## config.mk

```make
export PLATFORM = sky130hd
export DESIGN_NAME = srr_exec
export DESIGN_NICKNAME = d
export VERILOG_FILES = /design/src/design/srr_exec.v
export VERILOG_INCLUDE_DIRS = /design/src /design/src/design
export SDC_FILE = /design/constraint.sdc
export NUM_CORES = 1
export LEC_CHECK = 0
export ABC_AREA = 1
export BUFFER_PORTS_ARGS = -buffer_cell sky130_fd_sc_hd__buf_2
export CORE_MARGIN = 2
export CORE_UTILIZATION = 33
export CTS_CLUSTER_SIZE = 28
export DETAILED_ROUTE_END_ITERATION = 16
export SYNTH_ARGS = -nofsm -noshare
export SYNTH_HDL_FRONTEND = slang
export SYNTH_SLANG_ARGS = --single-unit
```

## constraint.sdc

```tcl
create_clock -name sys_clk_i -period 1.31 [get_ports sys_clk_i]
set_input_delay 0.131 -clock sys_clk_i [delete_from_list [all_inputs] [get_ports sys_clk_i]]
set_output_delay 0.131 -clock sys_clk_i [all_outputs]
set_load 0.03 [all_outputs]
```

## src/design/srr_exec_map.vh

```
/*
  Constants for the return / rotate execution block: opcode patterns,
  field positions, flag bit positions, address limits and reset values.
  Assumes a 16-bit instruction word and an 8-bit data path.
*/
`ifndef SRR_EXEC_MAP_VH
`define SRR_EXEC_MAP_VH

// ------------------------------------------------------------
// Opcode patterns
// ------------------------------------------------------------
`define SRR_RET_OPC       16'h0012
`define SRR_RET_MASK      16'hfffe
`define SRR_ROT_OPC       6'h0d
`define SRR_ROT_OPC_HI    15
`define SRR_ROT_OPC_LO    10

// ------------------------------------------------------------
// Field positions
// ------------------------------------------------------------
`define SRR_FAST_BIT      0
`define SRR_DEST_BIT      9
`define SRR_ACC_BIT       8
`define SRR_FADDR_HI      7
`define SRR_FADDR_LO      0

// ------------------------------------------------------------
// Flag positions in the status register
// ------------------------------------------------------------
`define SRR_FLAG_C        0
`define SRR_FLAG_Z        2
`define SRR_FLAG_N        4

// ------------------------------------------------------------
// Addressing limits and reset values
// ------------------------------------------------------------
`define SRR_LOW_BANK_LIM  8'h5f
`define SRR_ACC_HI_BANK   4'hf
`define SRR_ACC_LO_BANK   4'h0
`define SRR_RST_BYTE      8'h00
`define SRR_RST_BANK      4'h0
`define SRR_RST_ADDR      12'h000
`define SRR_RST_PC        21'h00_0000

`endif

```

## src/design/srr_exec.v

```verilog
/*
  Execution of the subroutine return and rotate-left-through-carry
  instructions inside the core.
  Assumes the fetch/decode stage presents one instruction with a one-cycle
  valid strobe, the return stack presents its top value combinationally,
  and data memory answers a read address in the same cycle.
  Flags other than C, N and Z ride through a rotate unchanged.
  The program counter latches sit outside and a return leaves them.
  The write port is registered, so memory must forward a pending write.
*/
// Operation
// - Return pops stack into program counter
// - Fast return restores working, flags, bank
// - Normal return leaves those registers alone
// - Rotate left through carry, msb to carry
// - Destination bit picks working or file
// - Access bit picks access or selected bank
// - Extended set: low offsets become indexed
`include "srr_exec_map.vh"

module srr_exec #(
  parameter PC_W = 21
) (
  input  wire            sys_clk_i,
  input  wire            rst_n_i,
  input  wire            instr_valid_i,
  input  wire [15:0]     instr_i,
  input  wire            ext_set_en_i,
  input  wire [PC_W-1:0] stack_top_value_i,
  input  wire [7:0]      shadow_working_reg_i,
  input  wire [7:0]      shadow_flag_reg_i,
  input  wire [3:0]      shadow_bank_select_i,
  input  wire [7:0]      fsr2_base_i,
  input  wire [7:0]      mem_rdata_i,
  output reg  [11:0]     mem_raddr_o,
  output reg  [11:0]     mem_waddr_o,
  output reg  [7:0]      mem_wdata_o,
  output reg             mem_we_o,
  output reg             stack_pop_o,
  output reg             pc_load_o,
  output reg  [PC_W-1:0] pc_o,
  output reg  [7:0]      working_reg_o,
  output reg  [7:0]      flag_reg_o,
  output reg  [3:0]      bank_select_reg_o,
  output reg             busy_o
);

  // ------------------------------------------------------------
  // Decoding
  // ------------------------------------------------------------
  function is_ret;
    input [15:0] w;
    begin
      is_ret = ((w & `SRR_RET_MASK) == `SRR_RET_OPC);
    end
  endfunction

  function is_rot;
    input [15:0] w;
    begin
      is_rot = (w[`SRR_ROT_OPC_HI:`SRR_ROT_OPC_LO] == `SRR_ROT_OPC);
    end
  endfunction

  // ------------------------------------------------------------
  // Operand address
  // ------------------------------------------------------------
  // Bank and offset resolution for a file operand
  function [11:0] file_addr;
    input [15:0] w;
    input [3:0]  bank;
    input        ext;
    input [7:0]  base;
    reg   [7:0]  f;
    reg   [8:0]  sum;
    begin
      f   = w[`SRR_FADDR_HI:`SRR_FADDR_LO];
      sum = {1'b0, base} + {1'b0, f};
      if (w[`SRR_ACC_BIT]) begin
        file_addr = {bank, f};
      end else if (ext && (f <= `SRR_LOW_BANK_LIM)) begin
        // Index wraps within the first page; the carry is dropped on purpose
        file_addr = {`SRR_ACC_LO_BANK, sum[7:0]};
      end else if (f <= `SRR_LOW_BANK_LIM) begin
        // Access bank: low part from page zero, high part from the top page
        file_addr = {`SRR_ACC_LO_BANK, f};
      end else begin
        file_addr = {`SRR_ACC_HI_BANK, f};
      end
    end
  endfunction

  // ------------------------------------------------------------
  // State
  // ------------------------------------------------------------
  localparam ST_IDLE = 1'b0;
  localparam ST_RET2 = 1'b1;

  reg        state_reg;
  reg        state_next;
  reg [11:0] rd_addr_next;
  reg [11:0] wr_addr_next;
  reg [7:0]  wdata_next;
  reg        we_next;
  reg        pop_next;
  reg        pc_load_next;
  reg [PC_W-1:0] pc_next;
  reg [7:0]  w_next;
  reg [7:0]  st_next;
  reg [3:0]  bsr_next;
  reg [7:0]  rot_res;
  reg        busy_next;

  // ------------------------------------------------------------
  // Decoded strobes and fields
  // ------------------------------------------------------------
  // A word offered in the second return cycle is dropped, not queued
  wire        ret_hit  = instr_valid_i && (state_reg == ST_IDLE) && is_ret(instr_i);
  wire        rot_hit  = instr_valid_i && (state_reg == ST_IDLE) && is_rot(instr_i);
  wire        fast_sel = instr_i[`SRR_FAST_BIT];
  wire        dest_sel = instr_i[`SRR_DEST_BIT];
  wire [11:0] cur_addr = file_addr(instr_i, bank_select_reg_o, ext_set_en_i, fsr2_base_i);

  // ------------------------------------------------------------
  // Next state
  // ------------------------------------------------------------
  always @* begin
    state_next   = ST_IDLE;
    rd_addr_next = cur_addr;
    wr_addr_next = mem_waddr_o;
    wdata_next   = mem_wdata_o;
    we_next      = 1'b0;
    pop_next     = 1'b0;
    pc_load_next = 1'b0;
    pc_next      = pc_o;
    w_next       = working_reg_o;
    st_next      = flag_reg_o;
    bsr_next     = bank_select_reg_o;
    busy_next    = 1'b0;
    // Memory answers the read of this cycle, so rotate in one cycle
    rot_res = {mem_rdata_i[6:0], flag_reg_o[`SRR_FLAG_C]};
    case (state_reg)
      ST_IDLE: begin
        if (ret_hit) begin
          // Only the counter moves; pc_high_latch and pc_upper_latch hold
          pop_next     = 1'b1;
          pc_load_next = 1'b1;
          pc_next      = stack_top_value_i;
          state_next   = ST_RET2;
          busy_next    = 1'b1;
          if (fast_sel) begin
            w_next   = shadow_working_reg_i;
            st_next  = shadow_flag_reg_i;
            bsr_next = shadow_bank_select_i;
          end
          // Fast bit clear: registers keep their values
        end else if (rot_hit) begin
          // Flags outside C, N and Z keep their value
          st_next[`SRR_FLAG_C] = mem_rdata_i[7];
          st_next[`SRR_FLAG_N] = rot_res[7];
          st_next[`SRR_FLAG_Z] = (rot_res == `SRR_RST_BYTE);
          if (dest_sel) begin
            wr_addr_next = cur_addr;
            wdata_next   = rot_res;
            we_next      = 1'b1;
          end else begin
            w_next = rot_res;
          end
        end
      end
      ST_RET2: begin
        // Second cycle of the return is a flushed fetch slot
        state_next = ST_IDLE;
      end
      default: begin
        state_next = ST_IDLE;
      end
    endcase
  end

  // ------------------------------------------------------------
  // Control registers
  // ------------------------------------------------------------
  // Pulses last one cycle; busy_o marks the flushed fetch slot
  always @(posedge sys_clk_i) begin
    if (!rst_n_i) begin
      state_reg   <= ST_IDLE;
      mem_we_o    <= 1'b0;
      stack_pop_o <= 1'b0;
      pc_load_o   <= 1'b0;
      busy_o      <= 1'b0;
    end else begin
      state_reg   <= state_next;
      mem_we_o    <= we_next;
      stack_pop_o <= pop_next;
      pc_load_o   <= pc_load_next;
      busy_o      <= busy_next;
    end
  end

  // ------------------------------------------------------------
  // Datapath and core registers
  // ------------------------------------------------------------
  // Write lands one cycle after its read, so memory must forward it
  always @(posedge sys_clk_i) begin
    if (!rst_n_i) begin
      mem_raddr_o       <= `SRR_RST_ADDR;
      mem_waddr_o       <= `SRR_RST_ADDR;
      mem_wdata_o       <= `SRR_RST_BYTE;
      pc_o              <= `SRR_RST_PC;
      working_reg_o     <= `SRR_RST_BYTE;
      flag_reg_o        <= `SRR_RST_BYTE;
      bank_select_reg_o <= `SRR_RST_BANK;
    end else begin
      mem_raddr_o       <= rd_addr_next;
      mem_waddr_o       <= wr_addr_next;
      mem_wdata_o       <= wdata_next;
      pc_o              <= pc_next;
      working_reg_o     <= w_next;
      flag_reg_o        <= st_next;
      bank_select_reg_o <= bsr_next;
    end
  end

endmodule // srr_exec

```

# After elaboration in Yosys (flattened, before gate mapping)
# Index checks and enable logic that the tools add are counted.
# Widths: inputs -> output; s select.
# word_totals
register_bits	76
inputBits	77
# classes
add_sub_neg	1
n_lt_le_gt_ge	1
eq_ne	4
mux	17
bitwise_logic	4
reduce_logical	13
# op_table
cell	n
$mux 12	3
$mux 8	4
$eq 15x4->1 const B	1
$add 8x8->8	1
$le 8x7->1 const B	1
$logic_not 8->1	1
$mux 1	8
$reduce_and 4->1	2
$eq 6x4->1 const B	1
$reduce_and 3->1	2
$mux 5	1
$logic_and 1x1->1	4
$not 1->1	4
$reduce_or 4->1	1
$ne 2x1->1 const B	1
$ne 2x2->1 const B	1
$pmux 1 s2	1
$reduce_and 2->1	1
$reduce_bool 2->1	1
$reduce_or 2->1	1

# Depth between registers and ports, before layout
# logic_depth
ltp_word	5
depth_mapped	11
mapped_depth_nobuf	10

# Least setup slack after synthesis
# Ideal clock, no wire load.
# synth_timing
path_type	reg2reg
from	register, netlist name busy_o
to	register mem_waddr_o[8]
setup_time_ns	0.129
arrival_ns	1.312
required_ns	1.181
path_slack_ns	-0.131
path_stages_with_launch	8
n_path_buf	1
period_less_slack_ns	1.441
path_cell_list	dfxtp_1 -> nor2_2 -> and2_1 -> nand3_1 -> inv_2 -> buf_2 -> o21ai_0 -> a21oi_1
# synth_lines
element	line	source
end signal, assigned	srr_exec.v:208	mem_waddr_o <= `SRR_RST_ADDR;
end signal, assigned	srr_exec.v:216	mem_waddr_o <= wr_addr_next;
end, declared	srr_exec.v:36	output reg [11:0] mem_waddr_o,

==> insert_results.sql <==
INSERT INTO impl_metrics (metric_group, metric, value, unit) VALUES
('synthesis', 'yosysSeqAreaShare', '45.0', '%'),
('setup_path', 'timing_worst_setup_path_type', 'register to register', ''),
('setup_path', 'cp-start-kind', 'register', ''),
('pwr', 'static_power_due_to_leakage', '2.49', 'nW'),
('setup_path', 'crit_path_cell_trace', 'nor2_4 -> nand3_2 -> nor2_4 -> nand2_2 -> buf_6 -> nand3_1 -> o21ai_1 -> nor2_1 -> nor2_1', ''),
('layout', 'final_cell_mix', 'buf_2, nor2_1, dfxtp_1', ''),
('floorplanning', 'floorplan.initialDensity', '34.1', '%'),
('grt', 'antenna_found_initial', '0', ''),
('pwr', 'total_switching_power', '1.21', 'mW'),
('clock_network', 'cts_tree', 'done', ''),
('clock_network', 'worst_skew_pair.late_latency', '0.34', 'ns'),
('detailed_routing', 'detail_route.wl_per_cell', '13.1', 'um'),
('pwr', 'vdd.ir_drop.worst', '0.000474', 'V'),
('synthesis', 'ys.warnings.count', '0', ''),
('setup_path', 'top_family_by_delay_on_critical_path', 'simple AND/OR/NAND/NOR gates', ''),
('layout', 'synthToLayoutAreaGrowth', '43.3', '%'),
('synthesis', 'synthCells', '460', ''),
('timing', 'min_setup_slack_post_route', '-0.0249', 'ns'),
('timing', 'final.setup.tns', '-0.0439', 'ns'),
('worst_hold_path', 'hold_class', 'primary input to register', ''),
('synthesis', 'synth_top_area_share', '45.0', '%'),
('clock_network', 'clock_tree.root_cell', 'clkbuf_8', ''),
('synthesis', 'synth.avg_cell_area', '7.25', 'um^2'),
('layout', 'final_common_cell', 'buf_2', ''),
('detailed_routing', 'drt_first_iter_violations', '167', ''),
('setup_path', 'r2r-end', 'flag_reg_o[2]$_SDFFE_PN0P_', ''),
('setup_path', 'timing.critical_path.fanout_max', '10', ''),
('timing', 'final_period_util', '102', '%'),
('timing', 'finalWorstPathRequiredPeriod', '1.33', 'ns'),
('clock_network', 'ctsHtreeMaxLevel', '3', ''),
('grt', 'first_global_vias', '3436', ''),
('detailed_routing', 'vias_per_cell', '4.58', ''),
('placement', 'place_inst', '754', ''),
('setup_path', 'worst_ep_required_time', '1.55', 'ns'),
('grt', 'track_usage', '18.1', '%'),
('setup_path', 'reg2reg_setup_slack', '-0.02', 'ns'),
('synthesis', 'netlist_area', '3340', 'um^2'),
('timing', 'achievable-frequency', '749', 'MHz'),
('placement', 'numPortBuffers', '153', ''),
('pwr', 'power_frac_comb', '12.5', '%'),
('layout', 'nFillCells', '1027', ''),
('timing', 'timing.clock.skew', '0.00477', 'ns'),
('layout', 'multi_input_area', '1650', 'um^2'),
('worst_hold_path', 'hold_path.startpoint', 'stack_top_value_i[2]', ''),
('clock_network', 'cts_num_sinks', '75', ''),
('layout', 'final-seq-area', '1510', 'um^2'),
('floorplanning', 'floorplan.core_area', '9770', 'um^2'),
('timing', 'timing_worst_slew_pin_value', '0.327', 'ns'),
('placement', 'dp.final_hpwl', '7.36', 'mm'),
('setup_path', 'critPathCaptureType', 'register', ''),
('setup_path', 'critPathBufInv', '1', ''),
('worst_hold_path', 'min_path_cells', '3', ''),
('floorplanning', 'die_area', '10900', 'um^2'),
('timing', 'final-setup-viol-count', '2', ''),
('timing', 'final_hold_viol_count', '0', ''),
('outcome', 'violations', 'setup timing', ''),
('setup_path', 'critical_path_cell_with_the_highest_stage_delay', 'dfxtp_4', ''),
('setup_path', 'rr_startpoint', 'busy_o$_SDFF_PP0_', ''),
('floorplanning', 'vert_die_dim', '105', 'um'),
('layout', 'n_antenna_cell', '0', ''),
('layout', 'final_cells', '772', ''),
('grt', 'grt_max_degree', '32', ''),
('outcome', 'run_status', 'complete, but fails checks', ''),
('synthesis', 'synthesis.nets', '545', ''),
('pwr', 'pwr-share-clk', '37.8', '%'),
('timing', 'rsz0062_at_grt', 'true', ''),
('clock_network', 'cts_made_buffers', '9', ''),
('grt', 'globalRouteOverflowTotal', '0', ''),
('grt', 'grt_first_pass_wirelength', '16.2', 'mm'),
('detailed_routing', 'drt_wl_total', '10.1', 'mm'),
('layout', 'layout-drive-gt1-share', '37.6', '%');
-- power by group through the flow --
stage | registers, mW | logic [mW] | clock network (mW)
6_report | 2.31 | 0.579 | 1.75
5_1_grt | 2.32 | 0.644 | 1.91
4_1_cts | 2.31 | 0.563 | 1.82
3_5_place_dp | 2.37 | 0.555 | 0
3_3_place_gp | 2.37 | 0.551 | 0
2_1_floorplan | 2.42 | 0.231 | 0
-- worst max-delay path by stage --
stage                                          endpoint               from  slack [ns]  cells after the start
after floorplan           working_reg_o[0]$_SDFFE_PN0P_  busy_o$_SDFF_PP0_       0.009                      9
after global placement      mem_waddr_o[6]$_SDFFE_PN0P_         instr_i[0]       -0.17                     11
after detailed placement    mem_waddr_o[6]$_SDFFE_PN0P_         instr_i[0]       -0.22                     11
after CTS                    flag_reg_o[2]$_SDFFE_PN0P_  busy_o$_SDFF_PP0_      -0.006                      9
after global routing      working_reg_o[0]$_SDFFE_PN0P_  busy_o$_SDFF_PP0_       -0.11                      9
final                        flag_reg_o[2]$_SDFFE_PN0P_  busy_o$_SDFF_PP0_       -0.02                      9
-- state kept, by name (all words and copies together) (netlist names) --
signal,flops
flag_reg_o,8
pc_o,21
bank_select_reg_o,4
mem_waddr_o,12
mem_we_o,1
mem_raddr_o,12
busy_o,1
mem_wdata_o,8
working_reg_o,8
-- cells by family (layout without fill, tap and decap cells) --
family                   count (synthesis)  in the layout  synth area share (%)
adder cells (fa/ha/maj)                  8              8                  3.22
buffers and inverters                   72            250                  9.15
AO/OA/AOI/OAI                           87             87                  13.4
flip-flops                              75             75                  45.0
AND/OR/NAND/NOR                        216            217                  28.7
XOR/XNOR                                 2              2                 0.525
-- worst min-delay path, stage by stage --
cell and delay (ns):
buf_2 0.07, nor3_1 0.04, nor2_1 0.07
-- synthesized netlist by cell type (all sizes together) --
cell	n
nor2	82
nand2	80
dfxtp	75
o21ai	55
inv	48
a21oi	27
nor3	23
nand3	16
clkbuf	13
buf	11
ha	7
nand3b	4
nand4	4
o21a	4
nor4	3
and2	2
or2	2
xnor2	2
a31oi	1
fa	1
-- through the flow --
| step | area (um^2) | util (%) | hold WS [ns] | power [mW] |
|---|---|---|---|---|
| after detailed placement | 4450 | 45.6 | 0.368 | 2.92 |
| final | 4780 | 48.9 | 0.0142 | 4.64 |
| after CTS | 4680 | 47.9 | 0.00774 | 4.69 |
| after global placement | 4450 | 45.6 | 0.361 | 2.92 |
| after floorplan | 3340 | - | 0.266 | 2.65 |
| after global routing | 4780 | 48.9 | 0.0166 | 4.87 |
-- layer usage --
metal	track usage [%]	wire length [um]	share of wire, %
met5	0	0	0
met4	6.37	204	2.0
met3	4.93	658	6.5
met2	30.1	4720	47
met1	22.5	4500	45
-- what timing repair did --
item,CTS,global route
gates cloned,0,2
setup endpoints to repair,22,45
gates resized for setup,7,38
pin swaps,1,6
-- cell type report --
class	instances	area share [%]
Sequential cell	75	31.5
Clock buffer	10	2.67
Inverter	48	3.92
Timing Repair Buffer	186	22.7
Tap cell	133	3.48
Multi-Input combinational cell	314	34.4
Clock inverter	6	1.36
Note: power is estimated with default switching activity, not from simulation.
